[src/hdl/ckp_cfg.svh]
// constants for the clock prescaler and speed select block
`ifndef CKP_CFG_SVH
`define CKP_CFG_SVH

// register indices; the byte address is four times the index
`define CKP_IDX_CORE        8'h8F
`define CKP_IDX_RELOAD      8'h97
`define CKP_IDX_SPI         8'hAF
`define CKP_IDX_STATUS      8'hF0

// reset values
`define CKP_RELOAD_RST      8'hFF
`define CKP_CORE_RST        8'h00
`define CKP_SPI_RST         8'h00

// writable bits of each register
`define CKP_CORE_MASK       8'h7F
`define CKP_SPI_MASK        8'h01

// field positions
`define CKP_BIT_SPI         0
`define CKP_BIT_STAT_X2     0
`define CKP_BIT_STAT_STRAP  1
`define CKP_BIT_STAT_BYPASS 2

// prescaler: a reload of all ones bypasses, otherwise count up to the wrap value
`define CKP_RELOAD_BYPASS   8'hFF
`define CKP_WRAP_AT         8'hFE

// six prescaled ticks per machine cycle
`define CKP_MC_LAST         3'h5

// edges after reset release before the strap is taken
`define CKP_STRAP_LAST      2'h3

// uart modes in which its speed bit acts
`define CKP_UART_MODE_SHIFT 2'h0
`define CKP_UART_MODE_FIXED 2'h2

`endif

[src/hdl/ckp_pkg.sv]
// types shared by the clock prescaler and speed select block
package ckp_pkg;

  // layout of the core and peripheral speed register
  typedef struct packed {
    logic reserved;
    logic watchdog_fast_clock;
    logic counter_array_fast_clock;
    logic uart_fast_clock;
    logic timer2_fast_clock;
    logic timer1_fast_clock;
    logic timer0_fast_clock;
    logic double_speed_core;
  } ckp_core_ctrl_type;

  // one cycle enable for each peripheral
  typedef struct packed {
    logic timer0;
    logic timer1;
    logic timer2;
    logic uart;
    logic counter_array;
    logic watchdog;
    logic spi;
  } ckp_periph_en_type;

endpackage

[src/hdl/ckp_sync.sv]
// two flip-flop synchroniser for a level from outside the clock domain
`timescale 1ns/100ps
module ckp_sync (
  // clock and reset
  input  wire logic pclk,
  input  wire logic presetn,
  // level in and out
  input  wire logic async_in,
  output logic      sync_out
);

  logic meta_r;

  // the first stage is read by the second stage only
  always_ff @(posedge pclk or negedge presetn) begin
    if (!presetn) begin
      meta_r   <= 1'b0;
      sync_out <= 1'b0;
    end else begin
      meta_r   <= async_in;
      sync_out <= meta_r;
    end
  end

endmodule

[src/hdl/ckp_top.sv]
// clock prescaler, core speed select and peripheral speed enables with apb registers
//
// The APB register port was decided locally.
`timescale 1ns/100ps
`include "ckp_cfg.svh"

module ckp_top
  import ckp_pkg::*;
(
  // clock and reset; pclk is the oscillator
  input  wire logic              pclk,
  input  wire logic              presetn,
  // apb slave
  input  wire logic              psel,
  input  wire logic              penable,
  input  wire logic              pwrite,
  input  wire logic [11:0]       paddr,
  input  wire logic [31:0]       pwdata,
  input  wire logic [3:0]        pstrb,
  output logic      [31:0]       prdata,
  output logic                   pready,
  output logic                   pslverr,
  // non-volatile strap and uart mode
  input  wire logic              hsb_double_speed,
  input  wire logic [1:0]        uart_mode,
  // clock enables toward cpu and peripherals
  output logic                   cpu_clk_en,
  output logic                   periph_clk_en,
  output logic                   machine_cycle_en,
  output ckp_periph_en_type      periph_cycle_en,
  output logic                   double_speed_active
);

  // register state
  logic [7:0]        clock_reload_value_r;
  ckp_core_ctrl_type core_periph_speed_control_r;
  logic              spi_fast_clock_r;

  // strap capture
  logic              hsb_sync;
  logic [1:0]        strap_cnt_r;
  logic              strap_done_r;

  // clock generation state
  logic              half_phase_r;
  logic              x2_active_r;
  logic [7:0]        pre_cnt_r;
  logic [7:0]        reload_active_r;
  logic              pre_phase_r;
  logic [2:0]        mc_cnt_r;
  logic              mc_odd_r;

  // combinational terms
  logic              div2_rise;
  logic              src_tick;
  logic              bypass;
  logic              pre_wrap;
  logic              cpu_tick;
  logic              mc_end;
  logic              uart_bit_acts;
  logic              access;
  logic              wr_commit;
  logic              hit_core;
  logic              hit_reload;
  logic              hit_spi;
  logic              hit_status;
  logic [7:0]        rd_byte;

  // true when the byte address selects the register at this index
  function automatic logic addr_hit(input logic [11:0] a, input logic [7:0] idx);
    addr_hit = (a == {2'h0, idx, 2'h0});
  endfunction

  // peripheral cycle: every machine cycle, or every second one when slowed in double speed
  function automatic logic periph_go(input logic slow_bit, input logic x2, input logic end_mc,
                                     input logic odd);
    periph_go = end_mc & (~(x2 & slow_bit) | odd);
  endfunction

  ckp_sync u_hsb_sync (
    .pclk     (pclk),
    .presetn  (presetn),
    .async_in (hsb_double_speed),
    .sync_out (hsb_sync)
  );

  // ---------------- apb decode ----------------
  assign hit_core   = addr_hit(paddr, `CKP_IDX_CORE);
  assign hit_reload = addr_hit(paddr, `CKP_IDX_RELOAD);
  assign hit_spi    = addr_hit(paddr, `CKP_IDX_SPI);
  assign hit_status = addr_hit(paddr, `CKP_IDX_STATUS);
  assign access     = psel & penable;
  // writes land on the edge where the master sees pready
  assign wr_commit  = access & pready & pwrite & pstrb[0];

  always_comb begin
    rd_byte = 8'h00;
    if (hit_core) begin
      // reserved bit 7 is never stored and reads zero
      rd_byte = core_periph_speed_control_r & `CKP_CORE_MASK;
    end else if (hit_reload) begin
      rd_byte = clock_reload_value_r;
    end else if (hit_spi) begin
      rd_byte[`CKP_BIT_SPI] = spi_fast_clock_r;
    end else if (hit_status) begin
      rd_byte[`CKP_BIT_STAT_X2]     = x2_active_r;
      rd_byte[`CKP_BIT_STAT_STRAP]  = strap_done_r;
      rd_byte[`CKP_BIT_STAT_BYPASS] = bypass;
    end
  end

  // one wait state: pready rises in the second access cycle
  always_ff @(posedge pclk or negedge presetn) begin
    if (!presetn) begin
      pready  <= 1'b0;
      prdata  <= 32'h0000_0000;
      pslverr <= 1'b0;
    end else if (access && !pready) begin
      pready  <= 1'b1;
      prdata  <= pwrite ? 32'h0000_0000 : {24'h00_0000, rd_byte};
      pslverr <= ~(hit_core | hit_reload | hit_spi | hit_status);
    end else begin
      pready  <= 1'b0;
      pslverr <= 1'b0;
    end
  end

  // ---------------- software registers ----------------
  always_ff @(posedge pclk or negedge presetn) begin
    if (!presetn) begin
      clock_reload_value_r <= `CKP_RELOAD_RST;
    end else if (wr_commit && hit_reload) begin
      clock_reload_value_r <= pwdata[7:0];
    end
  end

  // strap is taken once the synchroniser holds a settled value
  always_ff @(posedge pclk or negedge presetn) begin
    if (!presetn) begin
      strap_cnt_r  <= 2'h0;
      strap_done_r <= 1'b0;
    end else if (!strap_done_r) begin
      strap_cnt_r  <= strap_cnt_r + 2'h1;
      strap_done_r <= (strap_cnt_r == `CKP_STRAP_LAST);
    end
  end

  always_ff @(posedge pclk or negedge presetn) begin
    if (!presetn) begin
      core_periph_speed_control_r <= `CKP_CORE_RST;
    end else if (!strap_done_r && strap_cnt_r == `CKP_STRAP_LAST) begin
      core_periph_speed_control_r.double_speed_core <= hsb_sync;
    end else if (wr_commit && hit_core) begin
      // bit 7 is masked off so a stray set cannot stick
      core_periph_speed_control_r <= pwdata[7:0] & `CKP_CORE_MASK;
    end
  end

  always_ff @(posedge pclk or negedge presetn) begin
    if (!presetn) begin
      spi_fast_clock_r <= 1'(`CKP_SPI_RST);
    end else if (wr_commit && hit_spi) begin
      spi_fast_clock_r <= pwdata[`CKP_BIT_SPI];
    end
  end

  // ---------------- divide by two and glitch-free mode switch ----------------
  // half_phase_r is the oscillator over two; it rises in the cycle where it is low
  assign div2_rise = ~half_phase_r;

  always_ff @(posedge pclk or negedge presetn) begin
    if (!presetn) begin
      half_phase_r <= 1'b0;
    end else begin
      half_phase_r <= ~half_phase_r;
    end
  end

  // the mode only changes on a rising half-rate edge so no short tick appears
  always_ff @(posedge pclk or negedge presetn) begin
    if (!presetn) begin
      x2_active_r <= 1'b0;
    end else if (div2_rise) begin
      x2_active_r <= core_periph_speed_control_r.double_speed_core;
    end
  end

  // source clock: every oscillator edge in double speed, else half rate
  assign src_tick = x2_active_r | div2_rise;

  // ---------------- prescaler ----------------
  assign bypass   = (reload_active_r == `CKP_RELOAD_BYPASS);
  assign pre_wrap = (pre_cnt_r == `CKP_WRAP_AT);
  // 255-reload ticks per wrap, two wraps per output tick
  assign cpu_tick = src_tick & (bypass | (pre_wrap & pre_phase_r));

  always_ff @(posedge pclk or negedge presetn) begin
    if (!presetn) begin
      pre_cnt_r       <= `CKP_RELOAD_RST;
      reload_active_r <= `CKP_RELOAD_RST;
      pre_phase_r     <= 1'b0;
    end else if (src_tick) begin
      if (bypass) begin
        // every tick counts as a wrap, so a new reload starts cleanly
        pre_cnt_r       <= clock_reload_value_r;
        reload_active_r <= clock_reload_value_r;
        pre_phase_r     <= 1'b0;
      end else if (pre_wrap) begin
        pre_cnt_r       <= clock_reload_value_r;
        reload_active_r <= clock_reload_value_r;
        pre_phase_r     <= ~pre_phase_r;
      end else begin
        pre_cnt_r <= pre_cnt_r + 8'h01;
      end
    end
  end

  // ---------------- machine cycle ----------------
  // six prescaled ticks: 12 oscillator periods at half rate, 6 in double speed, when the reload bypasses
  assign mc_end = cpu_tick & (mc_cnt_r == `CKP_MC_LAST);

  always_ff @(posedge pclk or negedge presetn) begin
    if (!presetn) begin
      mc_cnt_r <= 3'h0;
    end else if (mc_end) begin
      mc_cnt_r <= 3'h0;
    end else if (cpu_tick) begin
      mc_cnt_r <= mc_cnt_r + 3'h1;
    end
  end

  // alternates each machine cycle to give the slowed peripheral rate
  always_ff @(posedge pclk or negedge presetn) begin
    if (!presetn) begin
      mc_odd_r <= 1'b0;
    end else if (mc_end) begin
      mc_odd_r <= ~mc_odd_r;
    end
  end

  // ---------------- output enables ----------------
  always_ff @(posedge pclk or negedge presetn) begin
    if (!presetn) begin
      cpu_clk_en          <= 1'b0;
      periph_clk_en       <= 1'b0;
      machine_cycle_en    <= 1'b0;
      double_speed_active <= 1'b0;
    end else begin
      cpu_clk_en          <= cpu_tick;
      periph_clk_en       <= cpu_tick;
      machine_cycle_en    <= mc_end;
      double_speed_active <= x2_active_r;
    end
  end

  // the uart speed bit only matters in its shift and fixed-rate modes
  assign uart_bit_acts = (uart_mode == `CKP_UART_MODE_SHIFT) || (uart_mode == `CKP_UART_MODE_FIXED);

  // a set bit slows only when double speed is active; cleared keeps the machine cycle rate
  always_ff @(posedge pclk or negedge presetn) begin
    if (!presetn) begin
      periph_cycle_en <= '0;
    end else begin
      periph_cycle_en.timer0        <= periph_go(core_periph_speed_control_r.timer0_fast_clock,
                                                 x2_active_r, mc_end, mc_odd_r);
      periph_cycle_en.timer1        <= periph_go(core_periph_speed_control_r.timer1_fast_clock,
                                                 x2_active_r, mc_end, mc_odd_r);
      periph_cycle_en.timer2        <= periph_go(core_periph_speed_control_r.timer2_fast_clock,
                                                 x2_active_r, mc_end, mc_odd_r);
      periph_cycle_en.uart          <= periph_go(core_periph_speed_control_r.uart_fast_clock & uart_bit_acts,
                                                 x2_active_r, mc_end, mc_odd_r);
      periph_cycle_en.counter_array <= periph_go(core_periph_speed_control_r.counter_array_fast_clock,
                                                 x2_active_r, mc_end, mc_odd_r);
      periph_cycle_en.watchdog      <= periph_go(core_periph_speed_control_r.watchdog_fast_clock,
                                                 x2_active_r, mc_end, mc_odd_r);
      periph_cycle_en.spi           <= periph_go(spi_fast_clock_r,
                                                 x2_active_r, mc_end, mc_odd_r);
    end
  end

endmodule

[config.mk]
export PLATFORM = sky130hd
export DESIGN_NAME = ckp_top
export DESIGN_NICKNAME = d
export VERILOG_FILES = /design/src/hdl/ckp_pkg.sv /design/src/hdl/ckp_sync.sv /design/src/hdl/ckp_top.sv
export VERILOG_INCLUDE_DIRS = /design/src /design/src/hdl
export SDC_FILE = /design/constraint.sdc
export NUM_CORES = 1
export LEC_CHECK = 0
export BUFFER_PORTS_ARGS = -buffer_cell sky130_fd_sc_hd__buf_2
export CAP_MARGIN = 0
export CORE_MARGIN = 5
export CORE_UTILIZATION = 45
export DETAILED_ROUTE_END_ITERATION = 8
export GPL_TIMING_DRIVEN = 0
export PLACE_DENSITY = 0.79
export SYNTH_ARGS = -nofsm -noshare
export SYNTH_HDL_FRONTEND = slang
export SYNTH_HIERARCHICAL = 1
export SYNTH_SLANG_ARGS = --single-unit
[constraint.sdc]
create_clock -name pclk -period 2.6 [get_ports pclk]
set_input_delay 0.52 -clock pclk [delete_from_list [all_inputs] [get_ports pclk]]
set_output_delay 0.52 -clock pclk [all_outputs]
set_load 0.01 [all_outputs]
==> results of run 1 <==
sequential cells by signal, summed over array words and instances (netlist names), 2 cells and up:
register,flops
clock_reload_value_r,8
prdata,8
pre_cnt_r,8
reload_active_r,8
core_periph_speed_control_r,7
periph_cycle_en,7
mc_cnt_r,3
strap_cnt_r,2
per-stage QoR:
stage,power [W],std cells
3_3_place_gp,0.00135,424
6_report,0.00229,440
4_1_cts,0.00231,440
5_1_grt,0.00240,440
3_5_place_dp,0.00136,424
2_1_floorplan,0.00128,296
power breakdown:
| part | internal [W] | switching, W |
|---|---|---|
| sequential | 0.00108 | 0.0000528 |
| clock | 0.000538 | 0.000399 |
| combinational | 0.000103 | 0.000119 |
final timing paths:
path / start / endpoint / slack, ns / depth (start not counted)
min in group pclk: hsb_double_speed / u_hsb_sync/meta_r$_DFF_PN0_ / 0.28 / 1
max in group asynchronous: presetn / core_periph_speed_control_r[3]$_DFFE_PN0P_ / 1.87 / 1
hold reg to reg: u_hsb_sync/meta_r$_DFF_PN0_ / u_hsb_sync/sync_out$_DFF_PN0_ / 0.38 / 0
hold / removal: presetn / prdata[4]$_DFFE_PN0P_ / 0.25 / 1
setup / recovery: pre_cnt_r[0]$_DFFE_PN1P_ / reload_active_r[3]$_DFFE_PN1P_ / 0.34 / 7
setup reg to reg: pre_cnt_r[0]$_DFFE_PN1P_ / reload_active_r[3]$_DFFE_PN1P_ / 0.34 / 7
layer usage:
metal / up-vias / part of all wire (%) / routed length [um] / track usage [%]
li1: 1082 / - / - / -
met1: 1084 / 41 / 2730 / 19.9
met2: 90 / 48 / 3160 / 26.2
met3: 18 / 8.3 / 547 / 5.99
met4: 0 / 2.4 / 158 / 6.31
met5: - / 0 / 0 / 0
cells by family (layout without fill, tap and decap cells):
family	after synthesis	count (layout)	share of synthesized area, %
flops	64	64	53.8
buf+inv	42	106	8.83
compound gates	54	54	10.4
other cells	1	24	0.124
xor+xnor	5	5	1.44
mux	24	24	9.61
fa+ha+maj	5	5	2.06
simple gates	78	78	13.8
layout make-up:
cell class | count | area share [%]
buffer | 32 | 6.25
clock buffer | 9 | 3.36
clock inverter | 7 | 2.62
inverter | 10 | 1.02
multi-input combinational | 190 | 33.1
sequential | 64 | 44.3
tap | 80 | 2.72
timing repair buffer | 48 | 6.59
cell usage in the layout, fill, tap and decap left out, types with 9 or more instances in the layout:
| cell type | synthesis | routed |
|---|---|---|
| dfstp_2 | 24 | 24 |
| mux2_2 | 17 | 17 |
| dfrtp_1 | 40 | 40 |
| nor2_1 | 13 | 13 |
| inv_1 | 10 | 10 |
| nand2_1 | 18 | 18 |
| clkbuf_8 | 0 | 9 |
| conb_1 | 1 | 24 |
| a21oi_1 | 19 | 19 |
| buf_4 | 25 | 26 |
| buf_2 | 1 | 48 |
| o21ai_0 | 19 | 19 |
| nor3_1 | 9 | 9 |
==> metrics.yaml, run 1 <==
synthesis:
  synth_common_cells: "dfrtp_1, buf_4, dfstp_2"
  synth.most_common_cell: "dfrtp_1"
  ys_ff_latch: 64
  seq_area_frac_synth_pct: 53.8
  synth_cells: 273
  ys_types: 46
  syn_avg_cell_area_um2: 11.1
  netlist_area_mm2: 0.00303
  async_flop_share_pct: 100
  synthFlopType: "dfrtp_1"
  synth_warnings: 6
  yosys.area.top_type: "dfrtp_1"
  netlist.area_leader.share_pct: 33.0
  synth-edff-count: 0
  synth_area_leaders: "dfrtp_1, dfstp_2, mux2_2"
timing:
  whs_ns: 0.250
  period_share_pct: 86.8
  clock.fmax_mhz: 443
  hold_viol_final: 0
  rsz0062_at_grt: "false"
  worst_pin_slew_ns: 0.748
  final.setup.tns_ns: 0
  report.final.slew_viol_count: 0
  setup_violations: 0
  worst_slack_ns: 0.343
  slew_headroom_pct: 49.7
  min_period_ns: 2.26
  fin_skew_ns: 0.00648
setup_path:
  crit_required_ns: 2.88
  path_max_fanout: 10
  end_kind: "register"
  startpoint_type: "register"
  crit_arrival_ns: 2.53
  path_cells: "inv_1 -> ha_1 -> nand4_1 -> nor2_1 -> o21ai_1 -> buf_2 -> mux2_2"
  crit_slowest_cell: "dfstp_2"
  slowest_delay_ns: 0.56
  worst-setup-path-type: "register to register"
  critical-path-top-delay-family: "flip-flops"
  crit_buf_inv: 2
placement:
  placement.cell_area_mm2: 0.00346
  dp_slack_ns: 0.264
  place.gp.congestion: 0.816
  hpwl_um: 4770
  io_buffer_count: 48
route:
  drc_errors: 0
  drt_iter0_drc: 180
  drtAntennaViolNets: 0
  vias_per_cell: 5.17
  vias: 2274
  dr.pass1.iters: 5
  wire_per_inst_um: 15.0
  wirelength_um: 6590
floorplan:
  num_io_pins: 101
  start_util_pct: 45.4
  dieArea_mm2: 0.00848
  die_x_um: 92.1
  die_y_um: 92.1
  fp-row-count: 30
  core_area_mm2: 0.00668
clock_network:
  clockBufferDepth: 2
  cts_tree: "built"
  cts_made_buffers: 9
  root_buffer: "clkbuf_8"
  post-cts-setup-buffers: 0
  cts.htree.levels: 3
  cts_sinks: 64
  cts_hold_buf: 0
  cts.reportedPaths.clkPinSlew_ns: 0.07
  cts_resized: 0
  clk_latency_ns: 0.35
pwr:
  pwr_density_cell_mw_per_mm2: 622
  max-vdd-ir-drop_uv: 365
  leakage_nw: 1.81
grt:
  grt_pass1_vias: 2169
  globalRouteOverflowTotal: 0
  grt_use_total_pct: 16.3
  grt_pass1_wl_um: 10600
  grt_max_degree: 65
  antenna_found_initial: 0
finish:
  num_antenna_cells: 0
  multiInputGateArea_mm2: 0.00122
  fill_cells: 590
  fin_nets: 416
  fin_util_pct: 55.1
  fin_area_mm2: 0.00368
  regArea_mm2: 0.00163
  drive_gt1_share_pct: 40.0
  syn_to_final_growth_pct: 21.4
outcome:
  status: "completed"
min_path:
  min_path_type: "input pin to asynchronous set/reset pin"
run:
  maxCapViolCount: 0
(Power assumes the default switching activity.)
==> run 2, diff against run 1 <==
--- a/config.mk
+++ b/config.mk
@@ -9,7 +9,7 @@
 export BUFFER_PORTS_ARGS = -buffer_cell sky130_fd_sc_hd__buf_2
 export CAP_MARGIN = 0
 export CORE_MARGIN = 5
-export CORE_UTILIZATION = 45
+export CORE_UTILIZATION = 50
 export DETAILED_ROUTE_END_ITERATION = 8
 export GPL_TIMING_DRIVEN = 0
 export PLACE_DENSITY = 0.79
==> run 2 against run 1 <==
Effect of this change:
- final cell count shrank 1.1%
- combinational power shrank 2%
- via count shrank 0.40%
- routed wire length shrank 2.4%
- critical endpoint unchanged
- largest power group unchanged
==> metrics.yaml, run 2 (synthesized netlist as in run 1, its figures left out) <==
route:
  drc_errors: 0  # unchanged
  drt_iter0_drc: 215  # was 180
  wirelength_um: 6440  # was 6590 um
  vias_per_cell: 5.21  # was 5.17
  vias: 2265  # was 2274
  drtAntennaViolNets: 0  # unchanged
  dr.pass1.iters: 4  # was 5
  wire_per_inst_um: 14.8  # was 15.0 um
finish:
  layout_commonest_cell: "buf_2"  # unchanged
  fin_nets: 416  # unchanged
  num_antenna_cells: 0  # unchanged
  layout_common_cells: "buf_2, dfrtp_1, buf_4"  # unchanged
  drive_gt1_share_pct: 39.7  # was 40.0%
  syn_to_final_growth_pct: 20.5  # was 21.4%
  fill_cells: 489  # was 590
floorplan:
  fp-row-count: 28  # was 30
  start_util_pct: 51.2  # was 45.4%
  num_io_pins: 101  # unchanged
  die_x_um: 87.9  # was 92.1 um
  core_area_mm2: 0.00592  # was 0.00668 mm2
  die_y_um: 87.9  # was 92.1 um
  dieArea_mm2: 0.00772  # was 0.00848 mm2
setup_path:
  crit_buf_inv: 2  # unchanged
  path_max_fanout: 10  # unchanged
  timing.rr.start: "pre_cnt_r[0]$_DFFE_PN1P_"  # unchanged
  crit_required_ns: 2.87  # was 2.88 ns
  worst-setup-path-type: "register to register"  # unchanged
  critical-path-top-delay-family: "flip-flops"  # unchanged
  path_cells: "inv_1 -> ha_1 -> nand4_1 -> nor2_1 -> o21ai_1 -> buf_2 -> mux2_2"  # unchanged
  reg2reg_depth: 7  # unchanged
  crit_arrival_ns: 2.53  # about the same
  slowest_delay_ns: 0.57  # was 0.56 ns
  end_kind: "register"  # unchanged
  crit_slowest_cell: "dfstp_2"  # unchanged
  startpoint_type: "register"  # unchanged
  r2r_slack_ns: 0.34  # about the same
  timing.rr.end: "reload_active_r[3]$_DFFE_PN1P_"  # unchanged
run:
  maxCapViolCount: 0  # unchanged
timing:
  rsz0062_at_grt: "false"  # unchanged
  fin_skew_ns: 0.00836  # was 0.00648 ns
  slew_headroom_pct: 35.2  # was 49.7%
  hold_viol_final: 0  # unchanged
  final.setup.tns_ns: 0  # unchanged
  period_share_pct: 86.8  # about the same
  report.final.slew_viol_count: 0  # unchanged
  worst_pin_slew_ns: 0.962  # was 0.748 ns
  setup_violations: 0  # unchanged
  worst_slack_ns: 0.343  # about the same
  clock.fmax_mhz: 443  # about the same
  min_period_ns: 2.26  # about the same
clock_network:
  cts_hold_buf: 0  # unchanged
  root_buffer: "clkbuf_8"  # unchanged
  clk_latency_ns: 0.35  # about the same
  cts_sinks: 64  # unchanged
  cts.reportedPaths.clkPinSlew_ns: 0.07  # about the same
  cts_resized: 0  # unchanged
  cts_made_buffers: 9  # unchanged
  clockBufferDepth: 2  # unchanged
  cts.htree.levels: 3  # unchanged
  post-cts-setup-buffers: 0  # unchanged
  cts_tree: "built"  # unchanged
outcome:
  status: "completed"  # unchanged
pwr:
  p_switching_w: 0.000544  # was 0.000571 W
  max-vdd-ir-drop_uv: 439  # was 365 uV
  p_comb_share_pct: 10.0  # was 9.7%
  pwr_density_cell_mw_per_mm2: 599  # was 622 mW/mm2
  leakage_nw: 1.80  # was 1.81 nW
  seqPwrFrac_pct: 51.5  # was 49.3%
  intPower_w: 0.00165  # was 0.00172 W
  switching_share_pct: 24.8  # was 25.0%
  clkPwrFrac_pct: 38.5  # was 40.9%
placement:
  dp_slack_ns: 0.172  # was 0.264 ns
  io_buffer_count: 48  # unchanged
  hpwl_um: 4810  # was 4770 um
  place.gp.congestion: 0.920  # was 0.816
grt:
  grt_max_degree: 65  # unchanged
  grt_pass1_vias: 2236  # was 2169
  grt_pass1_wl_um: 10900  # was 10600 um
  grt_use_total_pct: 18.7  # was 16.3%
  globalRouteOverflowTotal: 0  # unchanged
  antenna_found_initial: 0  # unchanged
min_path:
  min_path_type: "input pin to asynchronous set/reset pin"  # unchanged
## run 2: power groups by stage
stage | combinational (W) | sequential (W) | clock, W
after floorplan | 0.000147 | 0.00113 | 0
after global placement | 0.000212 | 0.00114 | 0
after detailed placement | 0.000217 | 0.00114 | 0
after CTS | 0.000218 | 0.00113 | 0.000864
after global routing | 0.000248 | 0.00114 | 0.000914
final | 0.000218 | 0.00113 | 0.000843
## run 2: layer usage
layer	global-route usage, %	vias up	routed length [um]
li1	-	1085	-
met1	23.5	1093	2590
met2	29.7	81	3080
met3	6.30	6	678
met4	7.25	0	92
met5	0	-	0
## run 2: worst register-to-register path, cell delays in order, from the launching register on
cell and delay (ns):
dfstp_2 0.57, inv_1 0.05, ha_1 0.20, nand4_1 0.11, nor2_1 0.10, o21ai_1 0.47
buf_2 0.33, mux2_2 0.36
## run 2: worst max-delay path by stage
stage / from / end / cells past startpoint
6_report: pre_cnt_r[0]$_DFFE_PN1P_ / reload_active_r[3]$_DFFE_PN1P_ / 7
2_1_floorplan: paddr[11] / core_periph_speed_control_r[1]$_DFFE_PN0P_ / 6
5_1_grt: pre_cnt_r[0]$_DFFE_PN1P_ / reload_active_r[3]$_DFFE_PN1P_ / 7
3_3_place_gp: paddr[11] / prdata[4]$_DFFE_PN0P_ / 6
3_5_place_dp: paddr[11] / prdata[4]$_DFFE_PN0P_ / 6
4_1_cts: pre_cnt_r[0]$_DFFE_PN1P_ / reload_active_r[3]$_DFFE_PN1P_ / 7
## run 2: final cells by class
cell class | count | area [um2] | area share, %
sequential | 64 | 1630 | 44.6
multi-input combinational | 190 | 1220 | 33.4
timing repair buffer | 48 | 243 | 6.64
buffer | 32 | 230 | 6.30
clock buffer | 11 | 141 | 3.87
tap | 75 | 93.8 | 2.57
clock inverter | 5 | 57.6 | 1.57
inverter | 10 | 37.5 | 1.03
## run 2: through the flow
step | hold WS (ns) | instance area (um2) | util [%] | cells | total power (W)
global placement | 0.333 | 3450 | 58.3 | 419 | 0.00135
detailed placement | 0.361 | 3450 | 58.3 | 419 | 0.00136
global route | 0.266 | 3650 | 61.7 | 435 | 0.00230
finish | 0.238 | 3650 | 61.7 | 435 | 0.00219
floorplan | 0.224 | 3120 | - | 296 | 0.00128
CTS | 0.266 | 3650 | 61.7 | 435 | 0.00221
==> run 3, diff against run 2 <==
--- a/config.mk
+++ b/config.mk
@@ -6,13 +6,14 @@
 export SDC_FILE = /design/constraint.sdc
 export NUM_CORES = 1
 export LEC_CHECK = 0
+export ABC_AREA = 1
 export BUFFER_PORTS_ARGS = -buffer_cell sky130_fd_sc_hd__buf_2
 export CAP_MARGIN = 0
 export CORE_MARGIN = 5
 export CORE_UTILIZATION = 50
 export DETAILED_ROUTE_END_ITERATION = 8
 export GPL_TIMING_DRIVEN = 0
-export PLACE_DENSITY = 0.79
+export PLACE_DENSITY = 0.78
 export SYNTH_ARGS = -nofsm -noshare
 export SYNTH_HDL_FRONTEND = slang
 export SYNTH_HIERARCHICAL = 1
==> run 3 against run 2 <==
Effect of this change:
- area after synthesis grew 13%
- global-route usage shrank 0.92 points
- register-to-register slack gained 0.57 ns
- core utilization shrank 2.0 points
- first-iteration DRC count shrank 50%
- largest cell class unchanged
==> metrics.yaml, run 3 <==
finish:
  layout_common_cells: "nand2_1, buf_2, inv_1"  # was buf_2, dfrtp_1, buf_4
  drive_gt1_share_pct: 32.9  # was 39.7%
  fill_cells: 587  # was 489
  syn_to_final_growth_pct: 17.5  # was 20.5%
  fin_nets: 561  # was 416
  regArea_mm2: 0.00163  # unchanged
  layout_commonest_cell: "nand2_1"  # was buf_2
  fin_util_pct: 59.8  # was 61.7%
  num_antenna_cells: 0  # unchanged
  multiInputGateArea_mm2: 0.00147  # was 0.00122 mm2
synthesis:
  netlist_area_mm2: 0.00344  # was 0.00303 mm2
  synth_warnings: 6  # unchanged
  syn_avg_cell_area_um2: 8.22  # was 11.1 um2
  netlist.area_leader.share_pct: 29.1  # was 33.0%
  yosys.area.top_type: "dfrtp_1"  # unchanged
  synth-edff-count: 0  # unchanged
  synth_common_cells: "nand2_1, inv_1, dfrtp_1"  # was dfrtp_1, buf_4, dfstp_2
  async_flop_share_pct: 100  # unchanged
  ys_types: 33  # was 46
  synth_area_leaders: "dfrtp_1, dfstp_2, nand2_1"  # was dfrtp_1, dfstp_2, mux2_2
  synth_cells: 418  # was 273
  synthFlopType: "dfrtp_1"  # unchanged
  synth.most_common_cell: "nand2_1"  # was dfrtp_1
  seq_area_frac_synth_pct: 47.5  # was 53.8%
  ys_ff_latch: 64  # unchanged
clock_network:
  cts.htree.levels: 3  # unchanged
  clk_latency_ns: 0.34  # was 0.35 ns
  cts_made_buffers: 9  # unchanged
  clockBufferDepth: 2  # unchanged
  cts_hold_buf: 0  # unchanged
  post-cts-setup-buffers: 0  # unchanged
  cts_tree: "built"  # unchanged
  cts.reportedPaths.clkPinSlew_ns: 0.07  # about the same
  cts_resized: 0  # unchanged
  cts_sinks: 64  # unchanged
  root_buffer: "clkbuf_8"  # unchanged
floorplan:
  num_io_pins: 101  # unchanged
  die_y_um: 92.9  # was 87.9 um
  core_area_mm2: 0.00676  # was 0.00592 mm2
  die_x_um: 92.9  # was 87.9 um
  start_util_pct: 50.9  # was 51.2%
  fp-row-count: 30  # was 28
  dieArea_mm2: 0.00863  # was 0.00772 mm2
setup_path:
  crit_required_ns: 2.86  # was 2.87 ns
  end_kind: "register"  # unchanged
  critPathLaunch: "pre_cnt_r[0]$_DFFE_PN1P_"  # unchanged
  path_max_fanout: 7  # was 10
  worst-setup-path-type: "register to register"  # unchanged
  reg2reg_depth: 9  # was 7
  crit_buf_inv: 2  # unchanged
  timing.rr.start: "pre_cnt_r[0]$_DFFE_PN1P_"  # unchanged
  critical-path-top-delay-family: "simple AND/OR/NAND/NOR gates"  # was flip-flops
  crit_arrival_ns: 1.95  # was 2.53 ns
  r2r_slack_ns: 0.91  # was 0.34 ns
  crit_slowest_cell: "dfstp_2"  # unchanged
  timing.rr.end: "pre_cnt_r[0]$_DFFE_PN1P_"  # was reload_active_r[3]$_DFFE_PN1P_
  path_cells: "inv_1 -> ha_1 -> inv_1 -> nor2_1 -> nand2_2 -> nand2_2 -> nor2_1 -> nand2_1 -> o211ai_1"  # was inv_1 -> ha_1 -> nand4_1 -> nor2_1 -> o21ai_1 -> buf_2 -> mux2_2
  startpoint_type: "register"  # unchanged
  slowest_delay_ns: 0.55  # was 0.57 ns
timing:
  final.setup.tns_ns: 0  # unchanged
  rsz0062_at_grt: "false"  # unchanged
  whs_ns: 0.259  # was 0.238 ns
  slew_headroom_pct: 46.6  # was 35.2%
  worst_pin_slew_ns: 0.801  # was 0.962 ns
  hold_viol_final: 0  # unchanged
  clock.fmax_mhz: 591  # was 443 MHz
  fin_skew_ns: 0.00945  # was 0.00836 ns
  period_share_pct: 65.1  # was 86.8%
  min_period_ns: 1.69  # was 2.26 ns
  setup_violations: 0  # unchanged
  report.final.slew_viol_count: 0  # unchanged
grt:
  antenna_found_initial: 0  # unchanged
  grt_max_degree: 65  # unchanged
  grt_use_total_pct: 17.7  # was 18.7%
  grt_pass1_wl_um: 12200  # was 10900 um
  grt_pass1_vias: 2725  # was 2236
  globalRouteOverflowTotal: 0  # unchanged
route:
  drtAntennaViolNets: 0  # unchanged
  vias: 2854  # was 2265
  vias_per_cell: 4.88  # was 5.21
  wirelength_um: 7240  # was 6440 um
  drc_errors: 0  # unchanged
  drt_iter0_drc: 107  # was 215
  dr.pass1.iters: 4  # unchanged
  wire_per_inst_um: 12.4  # was 14.8 um
run:
  maxCapViolCount: 0  # unchanged
outcome:
  status: "completed"  # unchanged
min_path:
  min_path_type: "input pin to asynchronous set/reset pin"  # unchanged
placement:
  hpwl_um: 5520  # was 4810 um
  place.gp.congestion: 0.902  # was 0.920
  io_buffer_count: 48  # unchanged
pwr:
  max-vdd-ir-drop_uv: 519  # was 439 uV
  pwr_density_cell_mw_per_mm2: 533  # was 599 mW/mm2
  leakage_nw: 2.20  # was 1.80 nW
run 3: final cells by class:
class,count,area share (%)
well taps,80,2.48
flip-flops and latches,64,40.4
plain buffers,29,5.48
repair buffers,48,6.01
clock inverters,7,1.21
inverters,53,4.99
multi-input cells,295,36.3
clock buffers,9,3.07
run 3: worst max path at each step:
stage                                           to  slack [ns]  cells after the start
after CTS                 pre_cnt_r[0]$_DFFE_PN1P_        0.89                      9
after global routing      pre_cnt_r[0]$_DFFE_PN1P_        0.75                      9
after floorplan           pre_cnt_r[3]$_DFFE_PN1P_        1.11                      9
final                     pre_cnt_r[0]$_DFFE_PN1P_        0.91                      9
after global placement       prdata[6]$_DFFE_PN0P_        0.78                      1
after detailed placement     prdata[0]$_DFFE_PN0P_        0.86                      9
run 3: through the flow:
| stage | power [W] | cell area, um2 | instances | setup slack, ns |
|---|---|---|---|---|
| after floorplan | 0.00134 | 3520 | 441 | 1.11 |
| after global placement | 0.00141 | 3860 | 569 | 0.776 |
| after detailed placement | 0.00143 | 3860 | 569 | 0.856 |
| after CTS | 0.00217 | 4040 | 585 | 0.890 |
| after global routing | 0.00226 | 4040 | 585 | 0.749 |
| final | 0.00215 | 4040 | 585 | 0.909 |
run 3: cell families after synthesis:
| family | after synthesis | share of synthesized area, % |
|---|---|---|
| AND/OR/NAND/NOR | 226 | 29.8 |
| buffers and inverters | 82 | 12.3 |
| flip-flops | 64 | 47.5 |
| AO/OA/AOI/OAI | 33 | 6.66 |
| XOR/XNOR | 7 | 1.78 |
| adder cells (fa/ha/maj) | 5 | 1.82 |
| other | 1 | 0.109 |
run 3: per-layer routing:
layer  global-route usage (%)  up-vias  part of all wire, %
met5                        0        -                    0
met4                     7.08        0                  1.9
met3                     3.09       13                  4.6
met2                     29.5       81                   50
met1                     22.9     1338                   44
li1                         -     1422                    -
run 3: where the power goes:
| group | switching, W | internal, W | leakage, nW | total [W] |
|---|---|---|---|---|
| Combinational | 0.000165 | 0.000117 | 1.34 | 0.000281 |
| Sequential | 0.0000529 | 0.00108 | 0.779 | 0.00113 |
| Clock | 0.000397 | 0.000343 | 0.0772 | 0.000740 |
